File: src/cvs_defines.svh
// Timing counts and field positions for the character video serializer.
// Assumes inclusion by bare name from every design file that needs them.
`ifndef CVS_DEFINES_SVH
`define CVS_DEFINES_SVH

`define CVS_DOT_W        4
`define CVS_DOT_RELOAD   4'h6
`define CVS_DOT_TOP      4'hf
`define CVS_ROW_W        10
`define CVS_CHAR_W       8
`define CVS_CHAR_MSB     7
`define CVS_SWEEPS       4'he
`define CVS_GFX_BAND     3'h4
`define CVS_ADDR_W       10
`define CVS_SYM_W        7
`define CVS_HDIV_W       8
`define CVS_HDIV_TOP     8'h74

`endif

File: src/cvs_pkg.sv
// Types shared by the character video serializer modules.
// Assumes cvs_defines.svh is on the include path.
package cvs_pkg;
	typedef logic [9:0] cvs_row_t;
	typedef logic [7:0] cvs_char_t;
	typedef enum logic [1:0] {
		CVS_VIS  = 2'b00,
		CVS_BLNK = 2'b01
	} cvs_hstate_t;
endpackage : cvs_pkg

File: src/cvs_gen_if.sv
// Carries the latched character and row selection between the top and the generator mux.
// Assumes both ends run from the same clock.
`timescale 1ns/100ps
`default_nettype none
interface cvs_gen_if;
	cvs_pkg::cvs_char_t code;
	logic [3:0]         sweep;
	logic [1:0]         band;
	logic               gfx_sel_n;
	cvs_pkg::cvs_row_t  rom_row;
	cvs_pkg::cvs_row_t  row;
	modport top (output code, output sweep, output band, output gfx_sel_n, output rom_row, input row);
	modport gen (input code, input sweep, input band, input gfx_sel_n, input rom_row, output row);
endinterface : cvs_gen_if
`default_nettype wire

File: src/cvs_gen_mux.sv
// Chooses between character ROM rows and block graphics rows for the shift register.
// Assumes the ROM row arrives already looked up for the current code and sweep.
`timescale 1ns/100ps
`default_nettype none
module cvs_gen_mux (
	cvs_gen_if.gen g
);
	cvs_pkg::cvs_row_t gfx_row;
	logic [1:0]        pair;

	// Each 2-bit slice of the low code bits lights the left or right half in one band of five sweeps.
	always_comb begin
		pair = 2'h0;
		unique case (g.band)
			2'h0: pair = g.code[1:0];
			2'h1: pair = g.code[3:2];
			default: pair = g.code[5:4];
		endcase
		gfx_row = {{5{pair[1]}}, {5{pair[0]}}};
	end

	// A low select picks the graphics row.
	assign g.row = g.gfx_sel_n ? g.rom_row : gfx_row;
endmodule : cvs_gen_mux
`default_nettype wire

File: src/cvs_top.sv
// Character video datapath: dot counter, character latch, symbol counter and dot shifter.
// Assumes display RAM data and ROM rows come from logic on ref_clk_i; blanking is a pin input.
`timescale 1ns/100ps
`default_nettype none
`include "cvs_defines.svh"
module cvs_top (
	// Clock and reset
	input  wire logic                    ref_clk_i,
	input  wire logic                    rst_n_i,
	// Blanking pin
	input  wire logic                    hblank_i,
	// Display memory
	input  wire logic [7:0]              ram_data_i,
	output logic [`CVS_ADDR_W-1:0]       ram_addr_o,
	// Character ROM
	input  wire logic [9:0]              rom_row_i,
	output logic [7:0]                   rom_code_o,
	output logic [3:0]                   rom_sweep_o,
	// Video and timing
	output logic                         video_o,
	output logic                         eoc_o,
	output logic                         load_n_o,
	output logic                         shift_clk_n_o,
	output logic                         hsync_o,
	output logic [`CVS_SYM_W-1:0]        symbol_o
);
	cvs_gen_if gif ();

	logic                   blank_s1_ff, blank_s2_ff;
	logic [`CVS_DOT_W-1:0]  dot_ff, nxt_dot;
	logic                   eoc_ff, nxt_eoc;
	logic                   load_n_ff, nxt_load_n;
	logic                   sclk_n_ff, nxt_sclk_n;
	cvs_pkg::cvs_char_t     char_ff, nxt_char;
	logic [`CVS_ADDR_W-1:0] addr_ff, nxt_addr;
	logic [`CVS_SYM_W-1:0]  sym_ff, nxt_sym;
	cvs_pkg::cvs_row_t      shift_ff, nxt_shift;
	logic                   video_ff, nxt_video;
	logic [`CVS_HDIV_W-1:0] hdiv_ff, nxt_hdiv;
	logic                   hsync_ff, nxt_hsync;
	logic [3:0]             sweep_ff, nxt_sweep;
	logic [2:0]             band_cnt_ff, nxt_band_cnt;
	logic [1:0]             band_ff, nxt_band;
	cvs_pkg::cvs_hstate_t   hst_ff, nxt_hst;
	logic                   dot_en;
	logic                   carry;

	// The blanking pin comes from a monostable on another timebase, so it is synchronised first.
	always_ff @(posedge ref_clk_i or negedge rst_n_i) begin
		if (!rst_n_i) begin
			blank_s1_ff <= 1'b0;
			blank_s2_ff <= 1'b0;
		end else begin
			blank_s1_ff <= hblank_i;
			blank_s2_ff <= blank_s1_ff;
		end
	end

	always_comb begin
		nxt_hst = blank_s2_ff ? cvs_pkg::CVS_BLNK : cvs_pkg::CVS_VIS;
	end

	always_ff @(posedge ref_clk_i or negedge rst_n_i) begin
		if (!rst_n_i) begin
			hst_ff <= cvs_pkg::CVS_VIS;
		end else begin
			hst_ff <= nxt_hst;
		end
	end

	// The dot period is one clock; blanking, once through the synchroniser and hst_ff, stops every dot-rate event together.
	assign dot_en = (hst_ff == cvs_pkg::CVS_VIS);
	assign carry  = dot_en && (dot_ff == `CVS_DOT_TOP);

	always_comb begin
		nxt_dot    = dot_ff;
		nxt_eoc    = carry;
		nxt_load_n = !carry;
		nxt_sclk_n = !dot_en;
		nxt_char   = char_ff;
		nxt_addr   = addr_ff;
		nxt_sym    = sym_ff;
		nxt_shift  = shift_ff;
		nxt_video  = video_ff;
		if (dot_en) begin
			nxt_dot   = carry ? `CVS_DOT_RELOAD : dot_ff + 4'h1;
			nxt_video = shift_ff[9];
			nxt_shift = {shift_ff[8:0], 1'b0};
		end
		if (carry) begin
			// Latch inverts the top bit so a set memory bit reads as a low graphics select.
			nxt_char  = {~ram_data_i[`CVS_CHAR_MSB], ram_data_i[6:0]};
			nxt_addr  = addr_ff + 10'h001;
			nxt_sym   = sym_ff + 7'h01;
			nxt_shift = gif.row;
		end
	end

	always_ff @(posedge ref_clk_i or negedge rst_n_i) begin
		if (!rst_n_i) begin
			dot_ff    <= `CVS_DOT_RELOAD;
			eoc_ff    <= 1'b0;
			load_n_ff <= 1'b1;
			sclk_n_ff <= 1'b1;
			char_ff   <= 8'h80;
			addr_ff   <= 10'h000;
			sym_ff    <= 7'h00;
			shift_ff  <= 10'h000;
			video_ff  <= 1'b0;
		end else begin
			dot_ff    <= nxt_dot;
			eoc_ff    <= nxt_eoc;
			load_n_ff <= nxt_load_n;
			sclk_n_ff <= nxt_sclk_n;
			char_ff   <= nxt_char;
			addr_ff   <= nxt_addr;
			sym_ff    <= nxt_sym;
			shift_ff  <= nxt_shift;
			video_ff  <= nxt_video;
		end
	end

	// Sweep timing runs from the system clock alone, so it keeps going through blanking.
	always_comb begin
		nxt_hdiv     = (hdiv_ff == `CVS_HDIV_TOP) ? 8'h00 : hdiv_ff + 8'h01;
		nxt_hsync    = (hdiv_ff == `CVS_HDIV_TOP);
		nxt_sweep    = sweep_ff;
		nxt_band_cnt = band_cnt_ff;
		nxt_band     = band_ff;
		if (hdiv_ff == `CVS_HDIV_TOP) begin
			if (sweep_ff == `CVS_SWEEPS) begin
				nxt_sweep    = 4'h0;
				nxt_band_cnt = 3'h0;
				nxt_band     = 2'h0;
			end else begin
				nxt_sweep = sweep_ff + 4'h1;
				if (band_cnt_ff == `CVS_GFX_BAND) begin
					nxt_band_cnt = 3'h0;
					nxt_band     = band_ff + 2'h1;
				end else begin
					nxt_band_cnt = band_cnt_ff + 3'h1;
				end
			end
		end
	end

	always_ff @(posedge ref_clk_i or negedge rst_n_i) begin
		if (!rst_n_i) begin
			hdiv_ff     <= 8'h00;
			hsync_ff    <= 1'b0;
			sweep_ff    <= 4'h0;
			band_cnt_ff <= 3'h0;
			band_ff     <= 2'h0;
		end else begin
			hdiv_ff     <= nxt_hdiv;
			hsync_ff    <= nxt_hsync;
			sweep_ff    <= nxt_sweep;
			band_cnt_ff <= nxt_band_cnt;
			band_ff     <= nxt_band;
		end
	end

	assign gif.code      = char_ff;
	assign gif.sweep     = sweep_ff;
	assign gif.band      = band_ff;
	assign gif.gfx_sel_n = char_ff[`CVS_CHAR_MSB];
	assign gif.rom_row   = rom_row_i;

	cvs_gen_mux u_mux (
		.g (gif.gen)
	);

	assign ram_addr_o    = addr_ff;
	assign rom_code_o    = char_ff;
	assign rom_sweep_o   = sweep_ff;
	assign video_o       = video_ff;
	assign eoc_o         = eoc_ff;
	assign load_n_o      = load_n_ff;
	assign shift_clk_n_o = sclk_n_ff;
	assign hsync_o       = hsync_ff;
	assign symbol_o      = sym_ff;
endmodule : cvs_top
`default_nettype wire

File: config.mk
export PLATFORM = sky130hd
export DESIGN_NAME = cvs_top
export DESIGN_NICKNAME = d
export VERILOG_FILES = /design/src/cvs_pkg.sv /design/src/cvs_gen_if.sv /design/src/cvs_gen_mux.sv /design/src/cvs_top.sv
export VERILOG_INCLUDE_DIRS = /design/src
export SDC_FILE = /design/constraint.sdc
export NUM_CORES = 1
export LEC_CHECK = 0
export ABC_AREA = 1
export BUFFER_PORTS_ARGS = -buffer_cell sky130_fd_sc_hd__buf_2
export CAP_MARGIN = 20
export CORE_MARGIN = 2
export CORE_UTILIZATION = 55
export DETAILED_ROUTE_END_ITERATION = 12
export PLACE_DENSITY = 0.79
export SYNTH_ARGS = -nofsm -noshare
export SYNTH_HDL_FRONTEND = slang
export SYNTH_SLANG_ARGS = --single-unit
File: constraint.sdc
create_clock -name ref_clk_i -period 1.7 [get_ports ref_clk_i]
set_input_delay 0.34 -clock ref_clk_i [delete_from_list [all_inputs] [get_ports ref_clk_i]]
set_output_delay 0.34 -clock ref_clk_i [all_outputs]
set_load 0.005 [all_outputs]
==> results of run 1 <==
-- routing by layer --
metal | up-vias | part of all wire
li1 | 1313 | -
met5 | - | 0
met2 | 52 | 0.49
met3 | 11 | 0.048
met1 | 1209 | 0.45
met4 | 0 | 0.017
-- stage by stage --
step / hold slack, ns / total power (W)
3_3_place_gp: 0.333 / 0.00292
6_report: 0.00488 / 0.00410
3_5_place_dp: 0.339 / 0.00296
5_1_grt: 0.0421 / 0.00437
2_1_floorplan: 0.0444 / 0.00260
4_1_cts: 0.0185 / 0.00412
-- cell type report --
| class | count | area, sq um | area share |
|---|---|---|---|
| well taps | 72 | 90.1 | 0.0244 |
| clock buffers | 12 | 155 | 0.0421 |
| multi-input cells | 270 | 1320 | 0.358 |
| repair buffers | 61 | 348 | 0.0943 |
| flip-flops and latches | 64 | 1610 | 0.436 |
| clock inverters | 4 | 20.0 | 0.00543 |
| inverters | 39 | 146 | 0.0397 |
-- placed cells by master, fill, tap and decap left out, drive strengths merged, types with 3 or more instances in the layout --
cell type / netlist / layout
o21ai: 20 / 20
nand4: 7 / 7
xnor2: 5 / 5
a21oi: 3 / 3
inv: 39 / 39
nand2: 167 / 167
nor3: 3 / 3
clkinv: 0 / 4
nand3: 22 / 22
clkbuf: 2 / 12
ha: 9 / 9
dfrtp: 59 / 59
buf: 8 / 61
dfstp: 5 / 5
xor2: 6 / 6
nor2: 21 / 21
nand3b: 3 / 3
-- timing repair --
action	4_1_cts	5_1_grt
setup endpoints to repair	0	5
gates resized for setup	0	5
endpoints found under the hold margin	0	0
-- flip-flops by register name, indices dropped and copies added (netlist names), 2 cells and up --
name and flops:
symbol_o 7, band_ff 2, rom_code_o 8, band_cnt_ff 3, rom_sweep_o 4, shift_ff 10
hdiv_ff 8, ram_addr_o 10, dot_ff 4
-- final timing paths --
| kind | from | end | slack, ns | cells past startpoint |
|---|---|---|---|---|
| max | dot_ff[1] | ram_addr_o[4] | 0.15 | 7 |
| min reg2reg | blank_s1_ff | blank_s2_ff | 0.35 | 0 |
| max reg2reg | dot_ff[1] | ram_addr_o[4] | 0.15 | 7 |
| max in group asynchronous | rst_n_i | rom_code_o[7] | 1.38 | 2 |
| min in group ref_clk_i | hblank_i | blank_s1_ff | 0.11 | 1 |
| min | rst_n_i | ram_addr_o[4] | 0.005 | 2 |
-- worst max-delay path, delay by kind of cell, from the launching register on --
kind          cells  cell delay (ns)
buf+inv           1             0.11
simple gates      4             0.46
xor+xnor          1             0.14
fa+ha+maj         1             0.18
flops             1             0.54
-- cell families after synthesis --
| logic type | count (synthesis) |
|---|---|
| and+or+nand+nor | 227 |
| DFF | 64 |
| buffers and inverters | 49 |
| AOI/OAI and AO/OA | 23 |
| xor gates and xnor gates | 11 |
| adders and majority gates | 9 |
-- power by group through the flow --
stage,Clock (W),Sequential [W],Combinational (W)
after floorplan,0,0.00203,0.000565
after global placement,0,0.00208,0.000839
after detailed placement,0,0.00209,0.000863
after CTS,0.00118,0.00207,0.000869
after global routing,0.00126,0.00211,0.00101
final,0.00116,0.00207,0.000866
==> results.toml, run 1 <==
[status]
outcome = "finished, final reports clean"

[placed_design]
place_ws_ns = 0.0532
hpwl_um = 4240
postPlaceCellArea_sq_mm = 0.00349
finalWeightedCongestion = 0.807
io_buffers = 54
dp_cells = 506

[global_route]
antenna_found_initial = 0
grt_use_total = 0.209
use_met3 = 0.0636
grt_max_degree = 65
met2_usage = 0.338
grt_pass1_wl_um = 10200
grt_pass1_vias = 2375
top_usage_layer = "met2"
globalRoute.totalOverflow = 0
grtUsageMet1 = 0.268

[layout]
antenna_cells = 0
syn_to_final_growth_pct = 18.1
nets = 475
post-route-cell-area_sq_mm = 0.00369
num-fill-cells = 458
drive_above_1_share = 0.211
post-route-util = 0.670
layout.cells.non_filler = 522

[synthesis]
synth_compound_area_frac = 0.0369
synth_nets = 413
synth_seq_area_share = 0.515
synth-seq-cells = 64
synthTopCellsByArea = "dfrtp_1 47%, nand2_1 20%, inv_1 4.6%"
synth_top_area_cell = "dfrtp_1"
synth_fa_ha_area_frac = 0.0361
synthTopCellsByCount = "166 x nand2_1, 59 x dfrtp_1, 38 x inv_1"
ys_warn_count = 0
yosysUniqueCellTypes = 28
synth.most_common_cell = "nand2_1"
synth_xor_area_frac = 0.0308
synth_top_flop_cell = "dfrtp_1"
synth.top_cell.area_share = 0.473
syn_area_per_cell_sq_um = 8.15
synthMuxAreaShare = 0
synth_edf_count = 0
synth_top_family_by_area = "simple AND/OR/NAND/NOR gates"
async_flop_share = 1.00
syn_inst = 383
synthSimpleGateAreaFrac = 0.312
syn_area_sq_mm = 0.00312

[detailed_routing]
viasPerCell = 4.95
wl_per_cell_um = 11.4
drt_iter0_drc = 126
drt-pass1-iter-count = 4
routed_wl_um = 5980
drc = 0
vias = 2585
ant_nets = 0

[power_and_ir_drop]
internal_power_w = 0.00280
power.leakage_nw = 2.03
clockPowerShare = 0.284
netSwitchingFraction = 0.317
power_density_mw_per_mm2 = 1110
p_switching_w = 0.00130
sequentialPowerShare = 0.505
p_comb_frac = 0.211
vdd_drop_max_v = 0.000667

[sta]
max_freq_mhz = 643
fin_crit_sh = 0.915
fin_tns_setup_ns = 0
period_minus_slack_ns = 1.55
worst_slack_ns = 0.145
drv_slew = 0
skew_ns = 0.00948
finalSetupViolCount = 0
worst_pin_slew_ns = 0.325
rsz0062_at_grt = "no"
max_slew_margin = 0.781
hold_viol = 0

[worst_setup_path]
cp.required_ns = 1.93
cp-start-kind = "flop"
path_max_fanout = 24
crit_slowest_cell = "dfstp_2"
critPathKind = "flop to flop"
slowest_delay_ns = 0.54
crit_arrival_ns = 1.78
crit_top_cell = "nand2_1"
path_cells = "ha_1 > nand2_1 > inv_2 > nand2_8 > nor2_4 > nand2_1 > xor2_1"
crit_path_end_kind = "flop"

[floorplan]
die_y_um = 79.4
core_area_sq_mm = 0.00551
start_util = 0.567
rows = 27
boundaryPins = 55
dieArea_sq_mm = 0.00630
die_w_um = 79.4

[clock_tree]
cts_buffers = 9
cts_buffer_depth = 2
clk_pin_slew_ns = 0.07
clkSinkCount = 64
cts_setup_buffers = 0
cts_tree = "done"
cts-hold-fix-buffers = 0
insertion_delay_ns = 0.34
htree_levels = 3
clock-root-buffer = "clkbuf_8"

[flow_run]
maxCapViolations = 0

[min_path]
hold_class = "input pin to async pin"
Note: power is estimated with default switching activity, not from simulation.
==> run 2: changes to the inputs <==
--- a/config.mk
+++ b/config.mk
@@ -15,4 +15,5 @@
 export PLACE_DENSITY = 0.79
 export SYNTH_ARGS = -nofsm -noshare
 export SYNTH_HDL_FRONTEND = slang
+export SYNTH_HIERARCHICAL = 1
 export SYNTH_SLANG_ARGS = --single-unit
==> run 2 against run 1 <==
Effect of this change:
- critical path depth stayed put
- critical path type unchanged
- area after synthesis fell by 3.1%
- combinational power up 20%
- utilization is 0.41 points lower
- non-clock buffer count is 2 higher
- sequential share of layout area is 1.1 points higher
- global-route usage rose by 0.82 points
- highest routed layer unchanged
- clock power is essentially flat
- register-to-register slack about the same
- synthesized cell count down 6.0%
- count of clock-buffer cells in the layout is 1 higher
- worst hold slack better by 0.10 ns
==> results.toml, run 2 <==
[sta]
fin_crit_sh = 0.917
max_slew_margin = 0.744
max_freq_mhz = 641
period_minus_slack_ns = 1.56
finalSetupViolCount = 0
drv_slew = 0
worst_pin_slew_ns = 0.381
skew_ns = 0.00797
hold_viol = 0
rsz0062_at_grt = "no"
hold_ws_ns = 0.106
fin_tns_setup_ns = 0

[global_route]
antenna_found_initial = 0
globalRoute.totalOverflow = 0
grt_use_total = 0.217
grt_pass1_wl_um = 10400
grt_max_degree = 52
grt_pass1_vias = 2363

[placed_design]
finalWeightedCongestion = 0.827
postPlaceCellArea_sq_mm = 0.00341
dp_cells = 486
io_buffers = 54
hpwl_um = 4290

[synthesis]
synth_fa_ha_area_frac = 0.0289
synth_compound_area_frac = 0.0356
syn_area_sq_mm = 0.00303
synthSimpleGateAreaFrac = 0.308
synth_nets = 388
synthTopCellsByArea = "dfrtp_1 49%, nand2_1 17%, nand3_1 5.8%"
synth.most_common_cell = "nand2_1"
synth_edf_count = 0
synthTopCellsByCount = "136 x nand2_1, 59 x dfrtp_1, 35 x inv_1, 35 x nand3_1, 17 x nor2_1"
synthMuxAreaShare = 0
synth_seq_area_share = 0.531
async_flop_share = 1.00
synth_top_family_by_area = "simple AND/OR/NAND/NOR gates"
synth_top_area_cell = "dfrtp_1"
synth-seq-cells = 64
synth_xor_area_frac = 0.0347
syn_area_per_cell_sq_um = 8.40
syn_inst = 360
synth_top_flop_cell = "dfrtp_1"
synth.top_cell.area_share = 0.488
ys_warn_count = 6
yosysUniqueCellTypes = 28

[detailed_routing]
wl_per_cell_um = 11.8
drc = 0
ant_nets = 0
viasPerCell = 4.98
drt_iter0_drc = 103
vias = 2503
routed_wl_um = 5930
drt-pass1-iter-count = 5

[clock_tree]
cts_tree = "done"
insertion_delay_ns = 0.34
clock-root-buffer = "clkbuf_8"
cts_buffer_depth = 2
clk_pin_slew_ns = 0.07
clkSinkCount = 64
htree_levels = 3
cts_buffers = 9

[layout]
nets = 454
post-route-cell-area_sq_mm = 0.00360
final_cell_mix = "136 x nand2_1, 59 x dfrtp_1, 54 x buf_2"
final_common_cell = "nand2_1"
syn_to_final_growth_pct = 18.9
antenna_cells = 0
num-fill-cells = 455
layout.cells.non_filler = 503
drive_above_1_share = 0.223

[floorplan]
die_w_um = 78.2
die_y_um = 78.2
boundaryPins = 55
core_area_sq_mm = 0.00541
dieArea_sq_mm = 0.00611
rows = 27
start_util = 0.560

[worst_setup_path]
r2r_cells = 7
crit_path_end_kind = "flop"
cp-start-kind = "flop"
rrSetupSlack_ns = 0.14
critPathKind = "flop to flop"
reg2reg_to = "shift_ff[1]"
worst_r2r_startpoint = "dot_ff[1]"
cp.required_ns = 1.92
crit_arrival_ns = 1.78
path_max_fanout = 17

[min_path]
min_from = "hblank_i"
hold_class = "input pin to flop"
min_path_cells = 1
whs_endpoint = "blank_s1_ff"

[status]
outcome = "finished, final reports clean"

[power_and_ir_drop]
vdd_drop_max_v = 0.000826
power_density_mw_per_mm2 = 1200
power.leakage_nw = 1.98

[flow_run]
maxCapViolations = 0
## run 2: timing repair
action                                  CTS  global route
hold buffers                              1             0
gates resized for setup                   0             2
setup buffers                             0             0
endpoints found under the setup margin    0             8
hold endpoints to repair                 13             0
## run 2: critical path: stages, from the launching register on
cell,delay [ns]
dfstp_2,0.54
ha_1,0.16
inv_1,0.05
nor2_2,0.14
nand2_4,0.14
buf_4,0.22
nand2_1,0.09
o211ai_1,0.09
## run 2: cells by family after synthesis
| kind of cell | Yosys count |
|---|---|
| fa+ha+maj | 7 |
| simple gates | 212 |
| flops | 64 |
| buf+inv | 46 |
| compound gates | 19 |
| xor+xnor | 12 |
## run 2: worst max-delay path by stage
stage                          from           to  cells after the start
after detailed placement  dot_ff[1]  shift_ff[1]                      7
after global placement    dot_ff[1]  shift_ff[9]                      7
after global routing      dot_ff[1]  shift_ff[9]                      7
after floorplan           dot_ff[1]  shift_ff[2]                      7
final                     dot_ff[1]  shift_ff[1]                      7
after CTS                 dot_ff[1]  shift_ff[1]                      7
## run 2: final cells by class
class / instances / area, sq um / area share
well taps: 72 / 90.1 / 0.0250
clock buffers: 13 / 149 / 0.0414
clock inverters: 3 / 17.5 / 0.00487
inverters: 38 / 143 / 0.0396
multi-input cells: 250 / 1240 / 0.344
flip-flops and latches: 64 / 1610 / 0.447
repair buffers: 63 / 353 / 0.0981
## run 2: power by group
part	total [W]	internal, W	switching, W
combinational	0.00104	0.000455	0.000581
clock	0.00113	0.000565	0.000562
sequential	0.00217	0.00188	0.000292
## run 2: per-layer routing
| metal | global-route usage | routed length, um | up-vias |
|---|---|---|---|
| met4 | 0.0965 | 127 | 0 |
| li1 | - | - | 1261 |
| met3 | 0.0563 | 274 | 12 |
| met5 | 0 | 0 | - |
| met1 | 0.278 | 2620 | 1175 |
| met2 | 0.350 | 2900 | 55 |
## run 2: per-stage QoR
step           power (W)   util  setup slack [ns]
6_report         0.00433  0.666             0.141
5_1_grt          0.00462  0.666            0.0408
4_1_cts          0.00437  0.664            0.0360
2_1_floorplan    0.00279      -             0.254
3_5_place_dp     0.00323  0.632            0.0350
3_3_place_gp     0.00316  0.632             0.123
==> run 3: changes to the inputs <==
--- a/config.mk
+++ b/config.mk
@@ -6,7 +6,7 @@
 export SDC_FILE = /design/constraint.sdc
 export NUM_CORES = 1
 export LEC_CHECK = 0
-export ABC_AREA = 1
+export ABC_AREA = 0
 export BUFFER_PORTS_ARGS = -buffer_cell sky130_fd_sc_hd__buf_2
 export CAP_MARGIN = 20
 export CORE_MARGIN = 2
@@ -15,5 +15,4 @@
 export PLACE_DENSITY = 0.79
 export SYNTH_ARGS = -nofsm -noshare
 export SYNTH_HDL_FRONTEND = slang
-export SYNTH_HIERARCHICAL = 1
 export SYNTH_SLANG_ARGS = --single-unit
==> run 3 against run 2 <==
Effect of this change:
- combinational power fell by 11%
- total power decreased by 1.4%
- fmax down 8.2%
- cell area grew 1.6%
- non-clock buffer count grew 17
- global-route usage fell by 0.47 points
- critical path type unchanged
- highest routed layer unchanged
==> results.toml, run 3 <==
[status]
outcome = "finished, final reports clean"

[synthesis]
synth-seq-cells = 64
synthTopCellsByArea = "dfrtp_1 52%, nand2_1 7.9%, dfstp_2 4.6%"
synth_top_area_cell = "dfrtp_1"
syn_inst = 277
yosysUniqueCellTypes = 43
synth_top_flop_cell = "dfrtp_1"
synth_nets = 307
synth.most_common_cell = "nand2_1"
synthTopCellsByCount = "60 x nand2_1, 59 x dfrtp_1, 19 x nand3_1"
async_flop_share = 1.00
synth_seq_area_share = 0.561
syn_area_per_cell_sq_um = 10.3
ys_warn_count = 0
synth.top_cell.area_share = 0.516
synth_edf_count = 0
syn_area_sq_mm = 0.00286

[sta]
skew_ns = 0.00951
max_freq_mhz = 588
fin_crit_sh = 1.00
period_minus_slack_ns = 1.70
drv_slew = 0
hold_viol = 0
finalSetupViolCount = 0
worst_pin_slew_ns = 0.335
max_slew_margin = 0.776
rsz0062_at_grt = "yes"
worst_slack_ns = 0.000385
hold_ws_ns = 0.114
fin_tns_setup_ns = 0

[layout]
layout.cells.non_filler = 429
final_cell_mix = "60 x nand2_1, 59 x dfrtp_1, 55 x buf_2"
antenna_cells = 0
post-route-cell-area_sq_mm = 0.00366
num-fill-cells = 378
nets = 384
drive_above_1_share = 0.326
syn_to_final_growth_pct = 27.7
final_common_cell = "nand2_1"

[floorplan]
start_util = 0.564
rows = 26
core_area_sq_mm = 0.00507
dieArea_sq_mm = 0.00580
die_y_um = 76.2
boundaryPins = 55
die_w_um = 76.2

[global_route]
grt_use_total = 0.213
globalRoute.totalOverflow = 0
grt_max_degree = 58
grt_pass1_vias = 2291
antenna_found_initial = 0
grt_pass1_wl_um = 10000

[placed_design]
place_ws_ns = -0.0621
dp_cells = 404
hpwl_um = 4080
postPlaceCellArea_sq_mm = 0.00330
finalWeightedCongestion = 0.751
io_buffers = 54

[detailed_routing]
wl_per_cell_um = 14.5
drt-pass1-iter-count = 4
routed_wl_um = 6200
ant_nets = 0
vias = 2328
viasPerCell = 5.43
drt_iter0_drc = 183
drc = 0

[power_and_ir_drop]
power_density_mw_per_mm2 = 1170
vdd_drop_max_v = 0.000636
power.leakage_nw = 1.79

[worst_setup_path]
cp.required_ns = 1.95
crit_arrival_ns = 1.95
crit_path_end_kind = "flop"
slowest_delay_ns = 0.43
crit_slowest_cell = "or4_4"
critPathKind = "flop to flop"
cp-start-kind = "flop"
path_max_fanout = 5
path_cells = "inv_2 > ha_2 > or3b_4 > or4_4 > mux2i_1"

[clock_tree]
htree_levels = 3
cts_buffer_depth = 2
cts_buffers = 9
clkSinkCount = 64
cts_tree = "done"
clock-root-buffer = "clkbuf_8"
clk_pin_slew_ns = 0.06
insertion_delay_ns = 0.34

[min_path]
hold_class = "input pin to flop"

[flow_run]
maxCapViolations = 0
## run 3: cell types whose count changed after synthesis, sizes merged, moves of 3 or more
cell,previous run,this run
clkbuf,2,8
inv,38,14
nand2,141,60
nand3,37,19
nor2,21,7
o2111ai,0,9
o211ai,3,0
o21ai,11,8
o31ai,0,6
or3b,0,3
xnor2,5,12
## run 3: cell type report
type	count	area, sq um	area share
Inverter	14	52.6	0.0144
Clock buffer	16	180	0.0493
Sequential cell	64	1610	0.440
Timing Repair Buffer	80	512	0.140
Multi-Input combinational cell	185	1220	0.333
Tap cell	70	87.6	0.0240
## run 3: final timing paths
check | slack, ns | end | startpoint | cells after the start
setup / recovery | 0.0004 | band_ff[0] | hdiv_ff[0] | 5
hold / removal | 0.11 | blank_s1_ff | hblank_i | 1
setup reg to reg | 0.0004 | band_ff[0] | hdiv_ff[0] | 5
hold reg to reg | 0.35 | blank_s2_ff | blank_s1_ff | 0
max in group asynchronous | 0.72 | rom_code_o[7] | rst_n_i | 3
min in group asynchronous | 0.38 | dot_ff[3] | rst_n_i | 2
## run 3: timing repair
action                     4_1_cts  5_1_grt
gates resized for setup          4       19
buffers inserted                 1        5
pin swaps                        2        4
cloned                           0        2
setup endpoints to repair       16       19
hold endpoints to repair         5        0
hold buffers                     1        0
## run 3: through the flow
step                total power (W)  utilization
floorplan                   0.00261            -
global placement            0.00300        0.650
detailed placement          0.00304        0.650
CTS                         0.00423        0.692
global route                0.00454        0.720
finish                      0.00427        0.720
## run 3: kinds of logic after synthesis
kind of cell	Yosys count	synth area share
and+or+nand+nor	112	0.185
DFF	64	0.561
AOI/OAI and AO/OA	41	0.102
buffers and inverters	28	0.0398
xor gates and xnor gates	20	0.0612
adders and majority gates	9	0.0393
muxes	3	0.0109
## run 3: power by group
| part | switching, W | leakage (nW) | internal (W) |
|---|---|---|---|
| clock network | 0.000535 | 0.0910 | 0.000652 |
| logic | 0.000451 | 0.874 | 0.000475 |
| registers | 0.000295 | 0.826 | 0.00186 |
## run 3: worst max-delay path, delay by kind of cell (launching register included)
kind | cells | cell delay [ns]
muxes | 1 | 0.16
buffers and inverters | 1 | 0.07
DFF | 1 | 0.39
adders and majority gates | 1 | 0.17
and+or+nand+nor | 2 | 0.84
## run 3: layer usage
layer / vias to the layer above / global-route usage / part of all wire
met5: - / 0 / 0
met4: 0 / 0.0873 / 0.027
met3: 21 / 0.0391 / 0.045
met2: 61 / 0.365 / 0.51
met1: 1128 / 0.267 / 0.42
li1: 1118 / - / -
